--- src/verilog/rcs_consts.vh ---
`ifndef RCS_CONSTS_VH
`define RCS_CONSTS_VH
// apb register offsets
`define RCS_ADDR_CFG0     8'h00
`define RCS_ADDR_CFG1     8'h04
`define RCS_ADDR_EXT      8'h08
`define RCS_ADDR_STAT     8'h0C
// configuration field positions
`define RCS_BIT_HLD       4
`define RCS_BIT_PRE       5
`define RCS_TT_LO         6
`define RCS_TT_HI         7
`define RCS_CFG_RST       8'h00
// threshold codes and word counts
`define RCS_TT_SMALL      2'h0
`define RCS_TT_MID        2'h2
`define RCS_TT_LARGE      2'h3
`define RCS_THR_8         10'h008
`define RCS_THR_128       10'h080
`define RCS_THR_256       10'h100
`define RCS_THR_512       10'h200
`define RCS_FIFO_MAX      10'h3FF
`define RCS_LVL_ZERO      10'h000
`define RCS_LVL_ONE       10'h001
`endif

--- src/verilog/rcs_scheduler.v ---
// How it works
// - with the preempt bit set, the high channel may preempt and the low channel prestages; the high channel prestages unless its request is immediate.
// - with the preempt bit clear, preemption is off and the high channel still prestages.
// - a high request with preemption on purges a low frame still in staging from the fifo, to be fetched again later.
// - a high request during low service with preemption on lets the current frame finish, then releases the token and returns to start.
// - after the high request is served, the low channel resumes with no loss of its data.
// - a prestaging channel loads its next frame into the fifo before the token arrives.
// - without prestaging, staging waits for token capture.
// - after capture, data is fetched and transmission asked for once the fifo reaches the threshold or holds the whole frame.
// - immediate service class requests never prestage.
// - with the preempt bit clear the low channel prestages only when its hold bit is clear, and a clear hold bit forces it.
// - low prestage off, no high request, empty fifo at capture and hold clear release the token at once.
// - the threshold field with the extended bit sets the fifo level needed before transmission is asked for.
// - code 00 selects 8 or 512 words.
// - code 10 selects 128 words or a reserved setting.
// - code 11 selects 256 words or a whole frame in the fifo.
// - a set hold bit keeps the service opportunity open until the request completes.
//
// Chosen here: the APB interface to the registers and the address map.
module rcs_scheduler (
   // clock and reset
   input  wire        mclk,
   input  wire        rst_n,
   // apb slave
   input  wire        psel,
   input  wire        penable,
   input  wire        pwrite,
   input  wire [7:0]  paddr,
   input  wire [31:0] pwdata,
   output reg  [31:0] prdata,
   output reg         pready,
   output reg         pslverr,
   // request channels, bit 0 high priority, bit 1 low priority
   input  wire [1:0]  req_active,
   input  wire [1:0]  req_immediate,
   // output data units from host memory
   input  wire        odu_valid,
   input  wire        odu_last,
   output reg         odu_ready,
   output reg         odu_chan,
   output reg         purge,
   // ring engine
   input  wire        token_captured,
   input  wire        tx_word_take,
   input  wire        tx_frame_done,
   output reg         tx_request,
   output reg         tx_chan,
   output reg         token_release
);
`include "rcs_consts.vh"

   // one-hot request machine states
   localparam [3:0] ST_START = 4'h1;
   localparam [3:0] ST_STAGE = 4'h2;
   localparam [3:0] ST_SERVE = 4'h4;
   localparam [3:0] ST_DRAIN = 4'h8;

   // configuration storage
   reg  [7:0]  cfg_reg [0:1];
   reg  [1:0]  ext_reg;

   // request machine state
   reg  [3:0]  state_reg;
   reg  [3:0]  state_next;
   reg  [9:0]  level_reg;
   reg  [9:0]  level_next;
   reg         token_reg;
   reg         token_next;
   reg         chan_reg;
   reg         chan_next;
   reg         frame_in_reg;
   reg         frame_in_next;
   reg         commit_reg;
   reg         commit_next;
   reg         preempt_reg;
   reg         preempt_next;

   // next values of the pulse and level outputs
   reg         release_next;
   reg         purge_next;
   reg         fetch_next;
   reg         txreq_next;

   // apb read path
   reg  [31:0] rd_data;
   reg         rd_err;

   // reset loop index
   integer     i;

   // threshold in words; reserved and end-of-frame codes return zero
   function [9:0] thr_words;
      input [1:0] tt;
      input       ext;
      begin
         case (tt)
            `RCS_TT_SMALL: thr_words = ext ? `RCS_THR_512 : `RCS_THR_8;
            `RCS_TT_MID:   thr_words = ext ? `RCS_LVL_ZERO : `RCS_THR_128;
            `RCS_TT_LARGE: thr_words = ext ? `RCS_LVL_ZERO : `RCS_THR_256;
            default:       thr_words = `RCS_LVL_ZERO;
         endcase
      end
   endfunction

   // true when a code means waiting for a whole frame
   function whole_frame;
      input [1:0] tt;
      input       ext;
      begin
         whole_frame = (tt == `RCS_TT_LARGE) & ext;
      end
   endfunction

   // true when the fifo holds no word
   function is_empty;
      input [9:0] lvl;
      begin
         is_empty = (lvl == `RCS_LVL_ZERO);
      end
   endfunction

   // request level of the channel selected by ch
   function chan_req;
      input [1:0] req;
      input       ch;
      begin
         chan_req = ch ? req[1] : req[0];
      end
   endfunction

   // per-channel control decode
   wire       pre_hi   = cfg_reg[0][`RCS_BIT_PRE];
   wire       pre_lo   = cfg_reg[1][`RCS_BIT_PRE];
   wire       hld_lo   = cfg_reg[1][`RCS_BIT_HLD];
   wire       preempt_en = pre_hi;
   wire       stage_hi = ~req_immediate[0];
   // low prestage: preempt bit, or hold bit clear, never immediate
   wire       stage_lo = (pre_lo | ~hld_lo)
                         & ~req_immediate[1];
   // settings of the channel now being served
   wire [7:0] cur_cfg  = cfg_reg[chan_reg];
   wire       cur_hld  = cur_cfg[`RCS_BIT_HLD];
   wire [1:0] cur_tt   = cur_cfg[`RCS_TT_HI:`RCS_TT_LO];
   wire       cur_ext  = ext_reg[chan_reg];
   wire       cur_stage = chan_reg ? stage_lo : stage_hi;
   wire [9:0] cur_thr  = thr_words(cur_tt, cur_ext);
   wire       cur_eof  = whole_frame(cur_tt, cur_ext);
   // code 01 and code 10 extended are reserved: wait for a frame
   wire       cur_rsvd = (cur_thr == `RCS_LVL_ZERO) & ~cur_eof;
   // fifo status and the live request of the current channel
   wire       lvl_empty = is_empty(level_reg);
   wire       cur_req  = chan_req(req_active, chan_reg);
   // handshake strobes toward host and ring
   wire       odu_take = odu_valid & odu_ready;
   wire       wd_take  = tx_word_take & ~lvl_empty;
   // threshold reached, or the whole frame staged for short frames
   wire       thr_met  = (cur_eof | cur_rsvd) ? frame_in_reg
                         : (level_reg >= cur_thr
                            | frame_in_reg);
   // stop fetching at the top of the fifo
   wire       fifo_room = level_reg != `RCS_FIFO_MAX;

   // apb read mux
   always @* begin
      rd_data = 32'h0000_0000;
      rd_err  = 1'b0;
      case (paddr)
         `RCS_ADDR_CFG0: rd_data[7:0] = cfg_reg[0];
         `RCS_ADDR_CFG1: rd_data[7:0] = cfg_reg[1];
         `RCS_ADDR_EXT:  rd_data[1:0] = ext_reg;
         `RCS_ADDR_STAT: rd_data = {12'h000, token_reg, chan_reg,
                                    frame_in_reg, commit_reg,
                                    level_reg, 2'h0, state_reg};
         // unmapped offsets answer with an error
         default:        rd_err = 1'b1;
      endcase
   end

   // apb slave: one wait state, then the access completes
   always @(posedge mclk or negedge rst_n) begin
      if (!rst_n) begin
         pready  <= 1'b0;
         pslverr <= 1'b0;
         prdata  <= 32'h0000_0000;
         // configuration comes up cleared
         ext_reg <= 2'h0;
         for (i = 0; i < 2; i = i + 1) begin
            cfg_reg[i] <= `RCS_CFG_RST;
         end
      end else begin
         // pready pulses one cycle after the first access edge
         pready  <= psel & penable & ~pready;
         pslverr <= psel & penable & ~pready & rd_err;
         if (psel & penable & ~pready) begin
            prdata <= pwrite ? 32'h0000_0000 : rd_data;
         end
         // the write lands at the edge that sees pready high;
         // writes to status or unmapped offsets are dropped
         if (psel & penable & pready & pwrite) begin
            case (paddr)
               `RCS_ADDR_CFG0: cfg_reg[0] <= pwdata[7:0];
               `RCS_ADDR_CFG1: cfg_reg[1] <= pwdata[7:0];
               `RCS_ADDR_EXT:  ext_reg    <= pwdata[1:0];
               default:        ext_reg    <= ext_reg;
            endcase
         end
      end
   end

   // request machine
   always @* begin
      state_next    = state_reg;
      chan_next     = chan_reg;
      token_next    = token_reg | token_captured;
      frame_in_next = frame_in_reg | (odu_take & odu_last);
      commit_next   = commit_reg;
      preempt_next  = preempt_reg;
      release_next  = 1'b0;
      purge_next    = 1'b0;
      fetch_next    = 1'b0;
      txreq_next    = 1'b0;
      level_next    = level_reg;
      // level follows words in minus words out
      if (odu_take & ~wd_take) begin
         level_next = level_reg + `RCS_LVL_ONE;
      end else if (wd_take & ~odu_take) begin
         level_next = level_reg - `RCS_LVL_ONE;
      end
      case (state_reg)
         ST_START: begin
            // high channel has priority for the next opportunity
            if (req_active[0]) begin
               chan_next  = 1'b0;
               state_next = ST_STAGE;
            end else if (req_active[1]) begin
               chan_next  = 1'b1;
               state_next = ST_STAGE;
            end else if (token_captured & ~hld_lo & lvl_empty) begin
               // idle with nothing to send: give the token back
               release_next = 1'b1;
               token_next   = 1'b0;
            end
         end
         ST_STAGE: begin
            // prestage before the token, or wait for capture
            fetch_next = (cur_stage | token_next)
                         & ~frame_in_next & fifo_room;
            if (chan_reg & req_active[0] & preempt_en
                & ~commit_reg) begin
               // high channel preempts an uncommitted low frame
               purge_next    = 1'b1;
               level_next    = `RCS_LVL_ZERO;
               frame_in_next = 1'b0;
               fetch_next    = 1'b0;
               chan_next     = 1'b0;
            end else if (token_next) begin
               if (~chan_reg & ~req_active[0] & ~stage_lo & ~hld_lo
                   & lvl_empty) begin
                  // nothing staged: hand the token straight back
                  release_next = 1'b1;
                  token_next   = 1'b0;
                  state_next   = ST_START;
               end else begin
                  state_next = ST_SERVE;
               end
            end
         end
         ST_SERVE: begin
            // fetch under the token, ask to send at threshold;
            // no fetch once the request has gone
            fetch_next  = ~frame_in_next & fifo_room & cur_req;
            txreq_next  = thr_met | commit_reg;
            // commit once the first word leaves above threshold
            commit_next = commit_reg | (thr_met & wd_take);
            // preemption waits for the frame in flight to finish
            if (chan_reg & req_active[0] & preempt_en) begin
               preempt_next = 1'b1;
            end
            // the end of frame clears the fifo count
            if (tx_frame_done) begin
               // no fetch on the closing cycle, the level restarts
               fetch_next    = 1'b0;
               commit_next   = 1'b0;
               frame_in_next = 1'b0;
               txreq_next    = 1'b0;
               level_next    = `RCS_LVL_ZERO;
               // hold keeps the opportunity until the request ends
               if (preempt_reg | preempt_next) begin
                  state_next = ST_DRAIN;
               end else if (cur_hld & cur_req) begin
                  state_next = ST_SERVE;
               end else begin
                  state_next = ST_DRAIN;
               end
            end else if (~cur_req & ~commit_reg & lvl_empty) begin
               // request complete: the opportunity ends, hold or not
               state_next = ST_DRAIN;
            end
         end
         ST_DRAIN: begin
            // give the token back and reprioritise from start
            release_next = 1'b1;
            token_next   = 1'b0;
            preempt_next = 1'b0;
            state_next   = ST_START;
         end
         default: begin
            state_next = ST_START;
         end
      endcase
   end

   // machine and output registers
   always @(posedge mclk or negedge rst_n) begin
      if (!rst_n) begin
         state_reg     <= ST_START;
         level_reg     <= `RCS_LVL_ZERO;
         token_reg     <= 1'b0;
         chan_reg      <= 1'b0;
         frame_in_reg  <= 1'b0;
         commit_reg    <= 1'b0;
         preempt_reg   <= 1'b0;
         odu_ready     <= 1'b0;
         odu_chan      <= 1'b0;
         purge         <= 1'b0;
         tx_request    <= 1'b0;
         tx_chan       <= 1'b0;
         token_release <= 1'b0;
      end else begin
         state_reg     <= state_next;
         level_reg     <= level_next;
         token_reg     <= token_next;
         chan_reg      <= chan_next;
         frame_in_reg  <= frame_in_next;
         commit_reg    <= commit_next;
         preempt_reg   <= preempt_next;
         odu_ready     <= fetch_next & ~odu_take;
         odu_chan      <= chan_next;
         purge         <= purge_next;
         tx_request    <= txreq_next;
         tx_chan       <= chan_next;
         // pulse outputs fall again unless the machine asks once more
         token_release <= release_next;
      end
   end

endmodule

--- config.mk ---
export PLATFORM = sky130hd
export DESIGN_NAME = rcs_scheduler
export DESIGN_NICKNAME = d
export VERILOG_FILES = /design/src/verilog/rcs_scheduler.v
export VERILOG_INCLUDE_DIRS = /design/src /design/src/verilog
export SDC_FILE = /design/constraint.sdc
export NUM_CORES = 1
export LEC_CHECK = 0
export BUFFER_PORTS_ARGS = -buffer_cell sky130_fd_sc_hd__buf_2
export CAP_MARGIN = 0
export CORE_MARGIN = 2
export CORE_UTILIZATION = 35
export CTS_CLUSTER_SIZE = 40
export DETAILED_ROUTE_END_ITERATION = 6
export GPL_TIMING_DRIVEN = 0
export PLACE_DENSITY = 0.56
export SETUP_SLACK_MARGIN = 0.3
export SYNTH_ARGS = -nofsm -noshare
export SYNTH_HDL_FRONTEND = slang
export SYNTH_SLANG_ARGS = --single-unit
export TNS_END_PERCENT = 20
--- constraint.sdc ---
create_clock -name mclk -period 4.2 [get_ports mclk]
set_input_delay 0.21 -clock mclk [delete_from_list [all_inputs] [get_ports mclk]]
set_output_delay 0.21 -clock mclk [all_outputs]
set_load 0.02 [all_outputs]
Yosys cells after proc, flatten, opt, wreduce, memory -nomap -nowiden
Index checks and enable logic that the tools add are counted.
Operators by class
  $add $sub $neg: 2
  order comparisons: 3
  equal/unequal tests: 15
  muxes and demuxes: 64
  bitwise gates (word level): 55
  reductions and logical operators: 12
Operators with widths (number)
  $mux 10: 5
  $mux 1: 32
  $mux 32: 1
  $mux 4: 8
  $mux 8: 4
  $and 1x1->1: 31
  $pmux 10 s3: 1
  $logic_not 10->1: 2
  $pmux 10 s2: 1
  $pmux 6 s3: 1
  $eq 8x4->1 const B: 2
  $not 1->1: 14
  $mux 12: 1
  $pmux 4 s3: 1
  $add 10x1->10 const B: 1
  $ge 10x10->1: 1
  $ne 10x10->1 const B: 1
  $sub 10x1->10 const B: 1
  $mux 9: 1
  $or 1x1->1: 9
  $eq 8x3->1 const B: 1
  $logic_not 8->1: 1
  $pmux 1 s2: 4
  $pmux 2 s4: 1
  other kinds (18): 26
Word-level totals
  register bits: 75
  input bits: 54
  output and inout bits: 40
  word-level logic and storage cells: 168

Depth between registers and ports, before layout
  depth after elaboration: 13
  gate-level depth with buffers: 10
  gate-level depth less buffers: 9

Worst setup path after synthesis
OpenSTA, ideal clock, no wires.
  path kind: register -> register
  start: register chan_reg
  end: register commit_reg
  arrival: 2.652 ns
  setup slack: 1.398 ns
  stages on the path, launching flop included: 11
  buffers on the path: 2
  clock period less this slack: 2.802 ns
  path through: dfrtp_1 -> clkbuf_1 -> clkbuf_1 -> mux2_2 -> nor2_1 -> ha_1 -> inv_1 -> o2111ai_1 -> a211o_1 -> a2111oi_0 -> a211oi_1
Between the ends
  cells in the longest elaborated chain, start to end: 13
Ends and longest elaborated chain
  start: declaration: line rcs_scheduler.v:69  | reg chan_reg;
  start signal: assignment: line rcs_scheduler.v:333  | chan_reg <= chan_next;
  parallel branches: the longest is 9 deep, another holds $ge 10x10->1
  $mux 1 (*): line rcs_scheduler.v:157  | wire thr_met = (cur_eof | cur_rsvd) ? frame_in_reg
  $and 1x1->1 (*): line rcs_scheduler.v:274  | commit_next = commit_reg | (thr_met & wd_take);
  $or 1x1->1 (*): line rcs_scheduler.v:274
  $mux 1 (*): line rcs_scheduler.v:280  | if (tx_frame_done) begin
  end signal: assignment: line rcs_scheduler.v:335  | commit_reg <= commit_next;
  end: declaration: line rcs_scheduler.v:73  | reg commit_reg;
Every way passes the cells marked *. The select of a mux whose other input is x is not followed.
A chain may end at the register's enable or synchronous reset.

Worst setup path in the final report
  start: register chan_reg
  end: register tx_request
Between the ends
  cells in the longest elaborated chain, start to end: 13
Ends and longest elaborated chain
  parallel branches: the longest is 9 deep, another holds $ge 10x10->1
  $mux 1 (*): line rcs_scheduler.v:157
  $or 1x1->1 (*): line rcs_scheduler.v:272  | txreq_next = thr_met | commit_reg;
  $mux 1 (*): line rcs_scheduler.v:280
  $mux 1 (*): line rcs_scheduler.v:229  | case (state_reg)
  via txreq_next: line rcs_scheduler.v:82  | reg txreq_next;
  end signal: assignment: line rcs_scheduler.v:340  | tx_request <= txreq_next;
  end: declaration: line rcs_scheduler.v:46  | output reg tx_request,
Mark *: on every way through the listed nets, which the timed path passes. The select of a mux whose other input is x is not followed.

==> reports/qor.yml <==
run_status:
  status: "completed"
floorplan:
  fp.dieH_um: 103
  core_sq_mm: 0.00968
  die_x_um: 103
  initial_core_util_pct: 35.7
  rows: 36
  ios: 94
  dieArea_sq_mm: 0.0107
clock_network:
  clock_latency_ns: 0.35
  cts_root_buffer: "clkbuf_8"
  cts_sinks: 63
  cts.htree.levels: 3
  cts_setup_buffers: 0
  cts_made_buffers: 9
  clkTransAtPathRegs_ns: 0.07
  ctsLongestPathBuffers: 2
  cts_tree: "done"
  hold_buffers: 1
  ctsResizeCount: 0
power_and_ir_drop:
  power_density_mw_per_mm2: 483
  ir_worst_vdd_v: 0.000233
  power.leakage_nw: 1.99
synthesis:
  synth_top_area_share_pct: 44.8
  ys_seq_elements: 63
  synth_flop_cell: "dfrtp_1"
  syn_inst: 342
  synth_top_area_cell: "dfrtp_1"
  netlist_area_sq_mm: 0.00346
  netlist-cell-type-count: 58
  seq_area_frac_synth_pct: 45.6
  async_reset_ff_share_pct: 100
  yosys_warnings: 0
  synth_edf_count: 0
  synth_area_leaders: "dfrtp_1 45%, mux2_2 6.8%, a22o_1 4.8%, buf_4 2.8%, nand2_1 2.6%"
  syn-mean-instance-area_sq_um: 10.1
worst_setup_path:
  endpoint_kind: "flop"
  critPathArrivalTime_ns: 3.66
  critPathMostFrequentCell: "clkbuf_1"
  crit_slowest_cell: "a2111oi_0"
  cpPeakStageDelay_ns: 0.82
  path_class: "flop to flop"
  cp_num_buf_inv: 3
  crit_family: "compound AO/OA/AOI/OAI gates"
  crit_required_ns: 4.38
  path_cells: "clkbuf_1 > clkbuf_1 > mux2_2 > nor2_1 > ha_1 > inv_1 > o2111ai_1 > a211o_1 > a2111oi_0 > nor3_1"
  crit_fanout: 10
  crit_path_start_kind: "flop"
layout:
  final_cell_mix: "62 x dfrtp_1, 56 x buf_2, 24 x nand2_1"
  diodes: 0
  multi_input_area_sq_mm: 0.00171
  fillers: 968
  regArea_sq_mm: 0.00158
  fin_area_sq_mm: 0.00414
  finalNonFillerCells: 560
  fin_util_pct: 42.8
  area_delta_synth_final_pct: 19.7
  layout-drive-gt1-share_pct: 27.9
  largest_register_ffs: 20
  final_nets: 482
  layout_commonest_cell: "dfrtp_1"
sta:
  skew_ns: 0.00871
  finalHoldViolCount: 0
  fmax_mhz: 287
  maxSlewViolCount: 0
  rsz0062_at_grt: "false"
  setup_violations: 0
  setup_ws_ns: 0.721
  relSlewSlack_pct: 19.8
  tightest_slew_ns: 1.19
  fin_tns_setup_ns: 0
  period_needed_ns: 3.48
  period_share_pct: 82.8
place:
  postPlaceCellArea_sq_mm: 0.00396
  placed_cells: 543
  place_congestion: 0.923
  placement.io_buffers: 57
  pre_cts_slack_ns: 0.739
  dp.final_hpwl_mm: 6.43
global_routing:
  grt_use_total_pct: 17.2
  antenna_found_initial: 0
  grt_pass1_wl_mm: 14.0
  grt_pass1_vias: 2700
  grt_max_degree: 64
  gr-total-overflow: 0
routing:
  route.detailed.wl_per_inst_um: 15.4
  first_pass_iters: 4
  first_iter_violations: 129
  antenna_left: 0
  totalWireLength_mm: 8.60
  drc_errors: 0
  viasPerCell: 5.21
  num_vias: 2918
flow_run:
  maxCapViolCount: 0
min_path:
  hold_path_class: "input port to flop"
[per-layer routing]
| metal | GRT usage (%) | vias up | wire (um) |
|---|---|---|---|
| li1 | - | 1418 | - |
| met1 | 24.3 | 1398 | 4140 |
| met2 | 24.6 | 83 | 3800 |
| met3 | 4.91 | 19 | 452 |
| met4 | 7.59 | 0 | 215 |
| met5 | 0 | - | 0 |
[cell families after synthesis]
| logic type | after synthesis | share of synthesized area (%) |
|---|---|---|
| and+or+nand+nor | 119 | 18.4 |
| other | 1 | 0.108 |
| adders and majority gates | 6 | 2.17 |
| muxes | 30 | 10.2 |
| buffers and inverters | 41 | 6.08 |
| AOI/OAI and AO/OA | 77 | 16.2 |
| DFF | 63 | 45.6 |
| xor gates and xnor gates | 5 | 1.27 |
[through the flow]
step	total power, mW	hold WS (ns)
final	2.00	0.0803
after CTS	2.01	0.0757
after global routing	2.16	0.0874
after detailed placement	1.53	0.364
after floorplan	1.31	-0.0856
after global placement	1.53	0.434
[final cells by class]
cell class / count / area share, %
Buffer: 30 / 4.08
Clock buffer: 13 / 3.84
Clock inverter: 3 / 0.423
Inverter: 11 / 0.997
Multi-Input combinational cell: 249 / 41.4
Sequential cell: 63 / 38.1
Tap cell: 133 / 4.02
Timing Repair Buffer: 58 / 7.19
[power breakdown]
part	switching (mW)	internal [mW]	leakage (nW)
Sequential	0.0792	0.688	0.845
Combinational	0.467	0.286	1.05
Clock	0.235	0.245	0.0894
Total	0.782	1.22	1.99
[worst paths after layout]
kind / startpoint / end / slack, ns / cells after the start
max in group asynchronous: rst_n / state_reg[2] / 3.16 / 2
worst max register to register: chan_reg / tx_request / 0.72 / 10
worst min-delay path: tx_frame_done / tx_request / 0.08 / 2
worst min register to register: prdata[0] / prdata[0] / 0.50 / 2
min in group asynchronous: rst_n / token_release / 0.47 / 2
worst max-delay path: chan_reg / tx_request / 0.72 / 10
[cells in the mapped netlist (3+ instances only)]
| cell | n |
|---|---|
| or2_2 | 3 |
| nor2_1 | 22 |
| nand2_1 | 24 |
| o31ai_1 | 3 |
| nand4_1 | 5 |
| o21ai_0 | 14 |
| xnor2_1 | 5 |
| dfrtp_1 | 62 |
| nor3_1 | 15 |
| a22o_1 | 19 |
| o22ai_1 | 3 |
| mux2i_1 | 7 |
| a21oi_1 | 10 |
| and3_1 | 5 |
| inv_1 | 11 |
| nor4_1 | 3 |
| nand3_1 | 13 |
| a2111oi_0 | 3 |
| buf_4 | 13 |
| nand3b_1 | 3 |
| nand2b_1 | 7 |
| ha_1 | 6 |
| a211o_1 | 5 |
| clkbuf_1 | 15 |
| mux2_2 | 21 |
No activity file was read; power rests on OpenSTA's default activity.
